## config.mk

```make
export PLATFORM = sky130hd
export DESIGN_NAME = lpmr_mode_registers
export DESIGN_NICKNAME = d
export VERILOG_FILES = /design/src/lpmr_mode_registers.v /design/src/lpmr_rate_tracker.v
export VERILOG_INCLUDE_DIRS = /design/src
export SDC_FILE = /design/constraint.sdc
export NUM_CORES = 1
export LEC_CHECK = 0
export BUFFER_PORTS_ARGS = -buffer_cell sky130_fd_sc_hd__buf_2
export CORE_AREA = 4 4 57 59
export DETAILED_ROUTE_END_ITERATION = 7
export DIE_AREA = 0 0 61 63
export PLACE_DENSITY = 0.81
export SLEW_MARGIN = 40
export SYNTH_ARGS = -nofsm -noshare
export SYNTH_HDL_FRONTEND = slang
export SYNTH_HIERARCHICAL = 1
export SYNTH_SLANG_ARGS = --single-unit
```

## constraint.sdc

```tcl
create_clock -name ref_clk -period 1.3 [get_ports ref_clk]
set_input_delay 0.26 -clock ref_clk [delete_from_list [all_inputs] [get_ports ref_clk]]
set_output_delay 0.26 -clock ref_clk [all_outputs]
set_load 0.01 [all_outputs]
```

## src/lpmr_defines.vh

```
// Constants for the mode register bank, addresses 02h to 07h
`ifndef LPMR_DEFINES_VH
`define LPMR_DEFINES_VH

// Mode addresses
`define LPMR_ADDR_LATENCY 8'h02
`define LPMR_ADDR_DRIVE 8'h03
`define LPMR_ADDR_TEMP 8'h04
`define LPMR_ADDR_MAKER 8'h05
`define LPMR_ADDR_REV_ONE 8'h06
`define LPMR_ADDR_REV_TWO 8'h07

// Reset values
`define LPMR_LATENCY_RESET 4'h1
`define LPMR_DRIVE_RESET 4'h2
`define LPMR_RATE_RESET 3'h3

// Field positions
`define LPMR_LOW_MSB 3
`define LPMR_RATE_MSB 2
`define LPMR_FLAG_BIT 7
`define LPMR_HOT_BIT 2

// Latency codes
`define LPMR_LAT_3_1 4'h1
`define LPMR_LAT_4_2 4'h2
`define LPMR_LAT_5_2 4'h3
`define LPMR_LAT_6_3 4'h4
`define LPMR_LAT_7_4 4'h5
`define LPMR_LAT_8_4 4'h6

// Latency in clock cycles per latency code
`define LPMR_READ_CYC_3 4'h3
`define LPMR_READ_CYC_4 4'h4
`define LPMR_READ_CYC_5 4'h5
`define LPMR_READ_CYC_6 4'h6
`define LPMR_READ_CYC_7 4'h7
`define LPMR_READ_CYC_8 4'h8
`define LPMR_WRITE_CYC_1 4'h1
`define LPMR_WRITE_CYC_2 4'h2
`define LPMR_WRITE_CYC_3 4'h3
`define LPMR_WRITE_CYC_4 4'h4

// Drive strength codes
`define LPMR_DRV_34 4'h1
`define LPMR_DRV_40 4'h2
`define LPMR_DRV_48 4'h3
`define LPMR_DRV_60 4'h4
`define LPMR_DRV_80 4'h6
`define LPMR_DRV_120 4'h7

// Refresh-rate codes
`define LPMR_RATE_UNSAFE 3'h0
`define LPMR_RATE_4X 3'h1
`define LPMR_RATE_2X 3'h2
`define LPMR_RATE_1X 3'h3
`define LPMR_RATE_QTR 3'h5
`define LPMR_RATE_QTR_DERATE 3'h6
`define LPMR_RATE_LIMIT 3'h7

// Identity codes, values arbitrary
`define LPMR_MAKER_ID 8'h5a
`define LPMR_REV_ONE_ID 8'h11
`define LPMR_REV_TWO_ID 8'h22

`define LPMR_ZERO8 8'h00
`define LPMR_ZERO5 5'h00
`define LPMR_ZERO4 4'h0
`endif

```

## src/lpmr_mode_registers.v

```verilog
// Mode register bank for addresses 02h..07h of a low-power DDR2 memory
// Operation
// Address 02h low nibble is write-only latency select, codes 1..6 valid, default 1.
// Address 03h low nibble is write-only drive strength, codes 1,2,3,4,6,7 valid.
// Refresh field at 04h bits 2:0 shows 001b for 4x and 010b for 2x refresh rate.
// Code 101b asks quarter-interval refresh without de-rating, 110b with de-rating.
// Code 111b reports that the high-temperature operating limit is exceeded.
// Bit 7 of 04h is set when the refresh field changed since the last read of 04h.
// A mode read of 04h clears bit 7 as a side effect.
// The update flag is cleared at power-up.
// Refresh field bit 2 set means the device is above 85 degrees Celsius.
// The controller lengthens core row timings by 1.875ns when de-rating is asked; the model only inserts one idle cycle before each command.
// The controller treats codes 000b and 111b as unsafe operation.
// Address 05h returns a fixed manufacturer code, read-only.
// Address 06h returns the first fixed revision code, read-only.
// Address 07h returns the second fixed revision code, read-only.
// A change coinciding with a read of 04h leaves the update flag set.
`timescale 1ns/1ps
`include "lpmr_defines.vh"

module lpmr_mode_registers (
  input wire ref_clk,
  input wire rst,
  input wire modeWrite,
  input wire modeRead,
  input wire [7:0] modeAddress,
  input wire [7:0] operandBits,
  input wire [2:0] sensorRate,
  output reg [7:0] readData,
  output reg readValid,
  output reg [3:0] readLatencyCycles,
  output reg [3:0] writeLatencyCycles,
  output reg [3:0] driveStrengthSelect,
  output wire deRateTiming,
  output wire overTemperature,
  output wire unsafeOperation
);

  reg [3:0] latencySelect;
  reg [3:0] ioDriveConfig;
  reg [3:0] next_latencySelect;
  reg [3:0] next_ioDriveConfig;
  wire [3:0] lowOperand;
  reg [7:0] next_readData;
  wire [2:0] rateCode;
  wire temperatureUpdateFlag;
  wire tempRead;
  wire latencyWrite;
  wire driveWrite;

  // Latency code check; reserved codes are refused
  function latency_ok;
    input [3:0] code;
    begin
      latency_ok = (code >= `LPMR_LAT_3_1) && (code <= `LPMR_LAT_8_4);
    end
  endfunction

  // Drive code check; 0000b, 0101b and 1000b to 1111b are reserved
  function drive_ok;
    input [3:0] code;
    begin
      case (code)
        `LPMR_DRV_34, `LPMR_DRV_40, `LPMR_DRV_48, `LPMR_DRV_60, `LPMR_DRV_80, `LPMR_DRV_120:
          drive_ok = 1'b1;
        default:
          drive_ok = 1'b0;
      endcase
    end
  endfunction

  // Read latency in cycles; any code not stored falls back to the default
  function [3:0] read_cycles_of;
    input [3:0] code;
    begin
      case (code)
        `LPMR_LAT_4_2:
          read_cycles_of = `LPMR_READ_CYC_4;
        `LPMR_LAT_5_2:
          read_cycles_of = `LPMR_READ_CYC_5;
        `LPMR_LAT_6_3:
          read_cycles_of = `LPMR_READ_CYC_6;
        `LPMR_LAT_7_4:
          read_cycles_of = `LPMR_READ_CYC_7;
        `LPMR_LAT_8_4:
          read_cycles_of = `LPMR_READ_CYC_8;
        default:
          read_cycles_of = `LPMR_READ_CYC_3;
      endcase
    end
  endfunction

  // Write latency in cycles; two pairs of codes share a value, so no simple offset
  function [3:0] write_cycles_of;
    input [3:0] code;
    begin
      case (code)
        `LPMR_LAT_4_2:
          write_cycles_of = `LPMR_WRITE_CYC_2;
        `LPMR_LAT_5_2:
          write_cycles_of = `LPMR_WRITE_CYC_2;
        `LPMR_LAT_6_3:
          write_cycles_of = `LPMR_WRITE_CYC_3;
        `LPMR_LAT_7_4:
          write_cycles_of = `LPMR_WRITE_CYC_4;
        `LPMR_LAT_8_4:
          write_cycles_of = `LPMR_WRITE_CYC_4;
        default:
          write_cycles_of = `LPMR_WRITE_CYC_1;
      endcase
    end
  endfunction

  // Codes under which correct operation is not assured
  function rate_unsafe;
    input [2:0] code;
    begin
      rate_unsafe = (code == `LPMR_RATE_UNSAFE) || (code == `LPMR_RATE_LIMIT);
    end
  endfunction

  // Address decodes; a read of the status address clears the update flag
  assign tempRead = modeRead && (modeAddress == `LPMR_ADDR_TEMP);
  assign latencyWrite = modeWrite && (modeAddress == `LPMR_ADDR_LATENCY);
  assign driveWrite = modeWrite && (modeAddress == `LPMR_ADDR_DRIVE);
  assign lowOperand = operandBits[`LPMR_LOW_MSB:0];

  // Refresh status holder, fed straight from the sensor on every edge
  lpmr_rate_tracker tracker (
    .ref_clk(ref_clk),
    .rst(rst),
    .rateIn(sensorRate),
    .clearFlag(tempRead),
    .rateCode(rateCode),
    .updateFlag(temperatureUpdateFlag)
  );

  // Next settings; a reserved code leaves the old setting in place
  always @*
  begin
    next_latencySelect = latencySelect;
    next_ioDriveConfig = ioDriveConfig;
    if (latencyWrite && latency_ok(lowOperand))
      next_latencySelect = lowOperand;
    if (driveWrite && drive_ok(lowOperand))
      next_ioDriveConfig = lowOperand;
  end

  // Write-only fields; nothing reads them back, the decodes below show them
  always @(posedge ref_clk or posedge rst)
  begin
    if (rst)
    begin
      latencySelect <= `LPMR_LATENCY_RESET;
      ioDriveConfig <= `LPMR_DRIVE_RESET;
    end
    else
    begin
      latencySelect <= next_latencySelect;
      ioDriveConfig <= next_ioDriveConfig;
    end
  end

  // Decode latency into cycle counts, registered so the datapath never sees a glitch
  always @(posedge ref_clk or posedge rst)
  begin
    if (rst)
    begin
      readLatencyCycles <= `LPMR_READ_CYC_3;
      writeLatencyCycles <= `LPMR_WRITE_CYC_1;
      driveStrengthSelect <= `LPMR_DRIVE_RESET;
    end
    else
    begin
      driveStrengthSelect <= ioDriveConfig;
      readLatencyCycles <= read_cycles_of(latencySelect);
      writeLatencyCycles <= write_cycles_of(latencySelect);
    end
  end

  // Status decodes from the refresh code
  assign deRateTiming = (rateCode == `LPMR_RATE_QTR_DERATE);
  assign overTemperature = rateCode[`LPMR_HOT_BIT];
  assign unsafeOperation = rate_unsafe(rateCode);

  // Read mux; write-only and unmapped addresses return zero
  always @*
  begin
    next_readData = readData;
    if (modeRead)
    begin
      case (modeAddress)
        `LPMR_ADDR_TEMP:
          next_readData = {temperatureUpdateFlag, `LPMR_ZERO4, rateCode};
        `LPMR_ADDR_MAKER:
          next_readData = `LPMR_MAKER_ID;
        `LPMR_ADDR_REV_ONE:
          next_readData = `LPMR_REV_ONE_ID;
        `LPMR_ADDR_REV_TWO:
          next_readData = `LPMR_REV_TWO_ID;
        default:
          next_readData = `LPMR_ZERO8;
      endcase
    end
  end

  // Read port; the answer holds until the next read replaces it
  always @(posedge ref_clk or posedge rst)
  begin
    if (rst)
    begin
      readData <= `LPMR_ZERO8;
      readValid <= 1'b0;
    end
    else
    begin
      readValid <= modeRead;
      readData <= next_readData;
    end
  end

endmodule

```

## src/lpmr_rate_tracker.v

```verilog
// Refresh-rate status holder with its sticky change flag
`timescale 1ns/1ps
`include "lpmr_defines.vh"

module lpmr_rate_tracker (
  input wire ref_clk,
  input wire rst,
  input wire [2:0] rateIn,
  input wire clearFlag,
  output reg [2:0] rateCode,
  output reg updateFlag
);

  wire changed;

  assign changed = (rateIn != rateCode);

  // Capture the sensor code; set beats the read clear so no change is lost
  always @(posedge ref_clk or posedge rst)
  begin
    if (rst)
    begin
      rateCode <= `LPMR_RATE_RESET;
      updateFlag <= 1'b0;
    end
    else
    begin
      rateCode <= rateIn;
      if (changed)
        updateFlag <= 1'b1;
      else if (clearFlag)
        updateFlag <= 1'b0;
    end
  end

endmodule

```

# Yosys cells after proc, flatten, opt, wreduce, memory -nomap -nowiden
# Cells that the tools add are included.
# totals
regBits	33
inputBits	23
out_inout_bits	24
elab_cells	49
# classes
order_cmp	2
eq_ne	20
mux	6
n_reduce_logical	12
# op_table
op	n
8-bit by 3-bit == test with 1-bit output, second input constant	4
8-bit one-hot mux with 4 select lines	1
4-bit by 3-bit == test with 1-bit output, second input constant	6
4-bit one-hot mux with 5 select lines	1
4-bit by 2-bit == test with 1-bit output, second input constant	4
8-bit by 2-bit == test with 1-bit output, second input constant	2
3-bit one-hot mux with 3 select lines	1
3-bit == test, second input constant	2
1-bit logical AND	6
6-bit OR reduction	1
4-bit by 1-bit == test with 1-bit output, second input constant	1
4-bit by 1-bit greater-or-equal comparator with 1-bit output, second input constant	1
4-bit by 3-bit less-or-equal comparator with 1-bit output, second input constant	1
2-bit OR reduction	2
3-bit logical NOT	1
1-bit 2-to-1 mux	3
3-bit inequality test	1
2-bit nonzero test	1
1-bit logical OR	1

# Depth between registers and ports, before layout
# logic_depth
depth_word	4
mapped_depth	4

# Modules after synthesis
# The synthesis kept the hierarchy.
# by_module_without_submodules
mod	instances	cells_per_inst	area_each_um2	seq_area_each_um2
lpmr_mode_registers	1	98	1138.6	683.2
lpmr_rate_tracker	1	10	145.1	102.6

# Least setup slack after synthesis
# No wires, ideal clock.
# synth_path
kind	input-to-reg
from	input port modeAddress[3]
to	register latencySelect[1]
arrival_time_ns	1.469
slack_ns	-0.294
stages	4
path_buffers	0
path_cell_list	nor4_4 nand3_1 or4_4 mux2_2
# synth_via
elab_chain_len	3
# synth_lines
item	line_no	text
start: declaration	lpmr_mode_registers.v:26	input wire [7:0] modeAddress,
8-bit by 2-bit == test with 1-bit output (no source line)	--	
1-bit logical AND	lpmr_mode_registers.v:124	assign latencyWrite = modeWrite && (modeAddress == `LPMR_ADDR_LATENCY);
1-bit logical AND	lpmr_mode_registers.v:143	if (latencyWrite && latency_ok(lowOperand))
end signal: assignment	lpmr_mode_registers.v:154	latencySelect <= `LPMR_LATENCY_RESET;
end signal: assignment	lpmr_mode_registers.v:159	latencySelect <= next_latencySelect;
end: declaration	lpmr_mode_registers.v:39	reg [3:0] latencySelect;
# Every way passes these cells.
# A chain may end at the register's enable or synchronous reset.

# Worst setup path in the final report
# layout_path
from	register tracker.rateCode[0]
to	output port unsafeOperation
# layout_via
elab_chain_len	2
elab_cells_between_ends	3
classes_between	eq/ne (1); reduce/logical (2)
# layout_lines
item	line_no	text
start: declaration	lpmr_rate_tracker.v:10	output reg [2:0] rateCode,
start signal: assignment	lpmr_rate_tracker.v:23	rateCode <= `LPMR_RATE_RESET;
start signal: assignment	lpmr_rate_tracker.v:28	rateCode <= rateIn;
3-bit == test (no source line) or 3-bit logical NOT (tied branches)	--	
1-bit logical OR (*)	lpmr_mode_registers.v:118	rate_unsafe = (code == `LPMR_RATE_UNSAFE) || (code == `LPMR_RATE_LIMIT);
end: declaration	lpmr_mode_registers.v:36	output wire unsafeOperation
# Mark *: on every way between the ends. The rest lies on a longest branch, timed or not.

==> metrics.txt <==
status finished, violations left; failing checks negative setup slack; largest family of logic cells by synthesized area simple AND/OR/NAND/NOR gates; max-slew violations 0; detailed-route wire length 2.453 mm; min cycle time layout about 1500 ps; worst-path cell chain or3_1 > nand2_1 > buf_2; Num CTS Buffers 5; Worst setup SP type flop; placed cell areas 1595 µm²; H-tree lvl count 2; Worst EP required roughly 1000 ps; share of cells above drive strength 1 50.30%; post-synthesis average cell area 11.89 µm²; ranking of synthesized cells by area dfrtp_1, dfstp_2, mux2_2, xnor2_1, inv_1; Vias 947; Int Power 1.525 mW; first-pass GRT wire length 4.222 mm; Sw Pwr 413.7 µW; Initial DRC Count 15; crit share post-route 116.2%; Worst Hold Class in -> reg; Worst path top cell family by delay simple AND/OR/NAND/NOR gates; met3 GRT Util 4.132%; CTS max path bufs 2; sink of the worst hold path tracker/rateCode[1]$_DFF_PP1_; Worst setup EP type output port; Synth Cell Area 1284 µm²; EDFF count, synth 0; post-synth top area share between 40 and 50%; chip width 61 µm; Post-Synth Adder-Cell Area 0%; Final Hold Vio Count 0; Max FO, Critical Path 4; R2R depth 2; DRT antenna net count 0; Setup Skew 2.777 ps; Layout area overhead 33.72%; register area 785.8 µm²; dpl hpwl 1.917 mm; Rows 19; setup ws final -211.2 ps; Worst Path Arrival 1250 ps; R2R Setup Slk around 180 ps; Primary FF master, synth dfrtp_1; fillers 225; ant diodes 0; Starting Density a little under half; setup violators final 5; Synth Net Count 131; Die Span Y 63 µm; global route hottest layer met2; Combinational Power Share 8.8%; IO Count 47; worst skew pair latency 320 ps; NumNets Final around 190; Final TNS setup -489.6 ps; switch share approximately a fifth; Reg power frac 51.6%; Core ar. 2710 µm²; critical path class reg -> out; gr ovfl total 0; largest net degree at the start of global routing 28; hold_sp sensorRate[1]; Synth Area in Simple Gates 16.86%; Synth Warn # 6; number of global-route vias before repair 957; Worst Hold Depth 1; buffer and inverter count on the worst path 1; GRT Total Usage 14.77%; fraction of the yosys area taken by sequential cells 61.21%; design area approximately 1700 µm²; Fmax 661.7 MHz; pwr dens 1129 nW/µm²; CTS clk-pin slew, worst paths 90 ps; mux cell area share after synthesis 5.263%; CP max stage delay 390 ps; Via density 4.735; Post-route DRC 0; Clk pwr share 39.7%; CTS tree done; most numerous cell in the Yosys netlist dfrtp_1; Reg-to-Reg Start latencySelect[2]$_DFFE_PP0P_; Global Route met2 Usage ~24%; post-synthesis async set-or-reset flop share 100.0%; CTS Root Cell clkbuf_4; router iterations before antenna repair 4; Post-Synthesis Cells around 110; initial antenna violation count 0; Worst VDD drop about 1.2 mV; synth unique cells 31; RSZ-0062 raised after global routing yes; Multi-input gate area between 400 and 500 µm²; Synth area leader dfrtp_1; Synth Area in XOR/XNOR 4.776%; CP max stage cell dfstp_2; maxcap violations 0; met1 Track Usage GR 17.43%; top cells by count, synth dfrtp_1, inv_1, dfstp_2; FF-to-FF End writeLatencyCycles[1]$_DFF_PP0_; Compound-Gate Fraction of Synth Area 6.628%; die area 3843 µm²; Seq cells post-synth 31; Leakage 0.8854 nW; Routed WL per cell 12.27 µm; Port Buf Inserts 41; Final Wtd Congestion 0.7615; total clock sinks 31
[worst max path at each step]
stage | cells past startpoint | slack [ps] | from | endpoint
final | 3 | -210 | tracker/rateCode[0]$_DFF_PP1_ | unsafeOperation
after global routing | 3 | -250 | tracker/rateCode[0]$_DFF_PP1_ | unsafeOperation
after floorplan | 4 | -290 | modeAddress[3] | latencySelect[1]$_DFFE_PP0P_
after detailed placement | 5 | -450 | modeAddress[3] | latencySelect[1]$_DFFE_PP0P_
after global placement | 5 | -430 | modeAddress[3] | latencySelect[1]$_DFFE_PP0P_
after CTS | 3 | -220 | tracker/rateCode[2]$_DFF_PP0_ | unsafeOperation
[routing by layer]
metal,wire length [µm],up-vias
li1,-,478
met1,999,438
met5,0,-
met2,1258,26
met4,49,0
met3,146,5
[sequential cells by signal (all words and copies together), names as in the netlist]
signal	count
driveStrengthSelect	4
ioDriveConfig	4
latencySelect	4
readData	7
readLatencyCycles	4
readValid	1
tracker/rateCode	3
tracker/updateFlag	1
writeLatencyCycles	3
[cells in the final DEF, fill, tap and decap left out, types with 3 or more instances in the layout]
cell type	Yosys	routed
o21ai_0	6	6
dfstp_2	8	8
inv_1	11	11
o22ai_1	3	3
dfrtp_1	23	23
nand2b_1	4	4
clkbuf_4	0	5
xnor2_1	5	5
buf_2	0	41
nand2_1	5	4
nand3_1	4	4
mux2_2	6	6
buf_4	2	15
nor2b_1	3	3
nor2_1	5	5
[worst register-to-register path, stage by stage (launching register included)]
cell,delay [ps]
dfrtp_1,430
or3b_2,470
a21oi_1,150
[power groups by stage]
| stage | registers [mW] | clock network (mW) | logic (mW) |
|---|---|---|---|
| after global placement | 1.02 | 0 | 0.157 |
| final | 1.00 | 0.769 | 0.170 |
| after global routing | 1.00 | 0.834 | 0.190 |
| after detailed placement | 1.02 | 0 | 0.162 |
| after floorplan | 1.02 | 0 | 0.0654 |
| after CTS | 1.00 | 0.783 | 0.172 |
[per-stage QoR]
stage / setup slack, ps / total power, mW / utilization [%] / hold slack [ps] / std cells
2_1_floorplan: -290.8 / 1.090 / - / 24.63 / 108
3_3_place_gp: -430.3 / 1.174 / 58.86 / 151.9 / 188
3_5_place_dp: -454.2 / 1.181 / 58.86 / 155.9 / 188
4_1_cts: -216.9 / 1.955 / 63.25 / 41.90 / 200
5_1_grt: -245.8 / 2.027 / 63.34 / 32.42 / 200
6_report: -211.2 / 1.939 / 63.34 / 48.45 / 200
[area by class of cell]
cell class	count	area share, %
timing repair buffer	57	19.10
clock buffer	6	2.988
clock inverter	2	2.041
inverter	11	2.405
multi-input combinational	62	25.44
tap	31	2.259
sequential	31	45.77
[cells by family after synthesis]
kind of cell,count (synthesis)
AO/OA/AOI/OAI,14
multiplexers,6
AND/OR/NAND/NOR,34
other,1
XOR/XNOR,7
flip-flops,31
buffers and inverters,15
[what timing repair did]
action | CTS | global route
buffers inserted | 3 | 0
pin swaps | 6 | 3
resized for setup | 0 | 1
endpoints found under the setup margin | 5 | 6
gates cloned | 0 | 0
hold buffers | 1 | 0
endpoints found under the hold margin | 10 | 0
No activity file was read; power rests on OpenSTA's default activity.
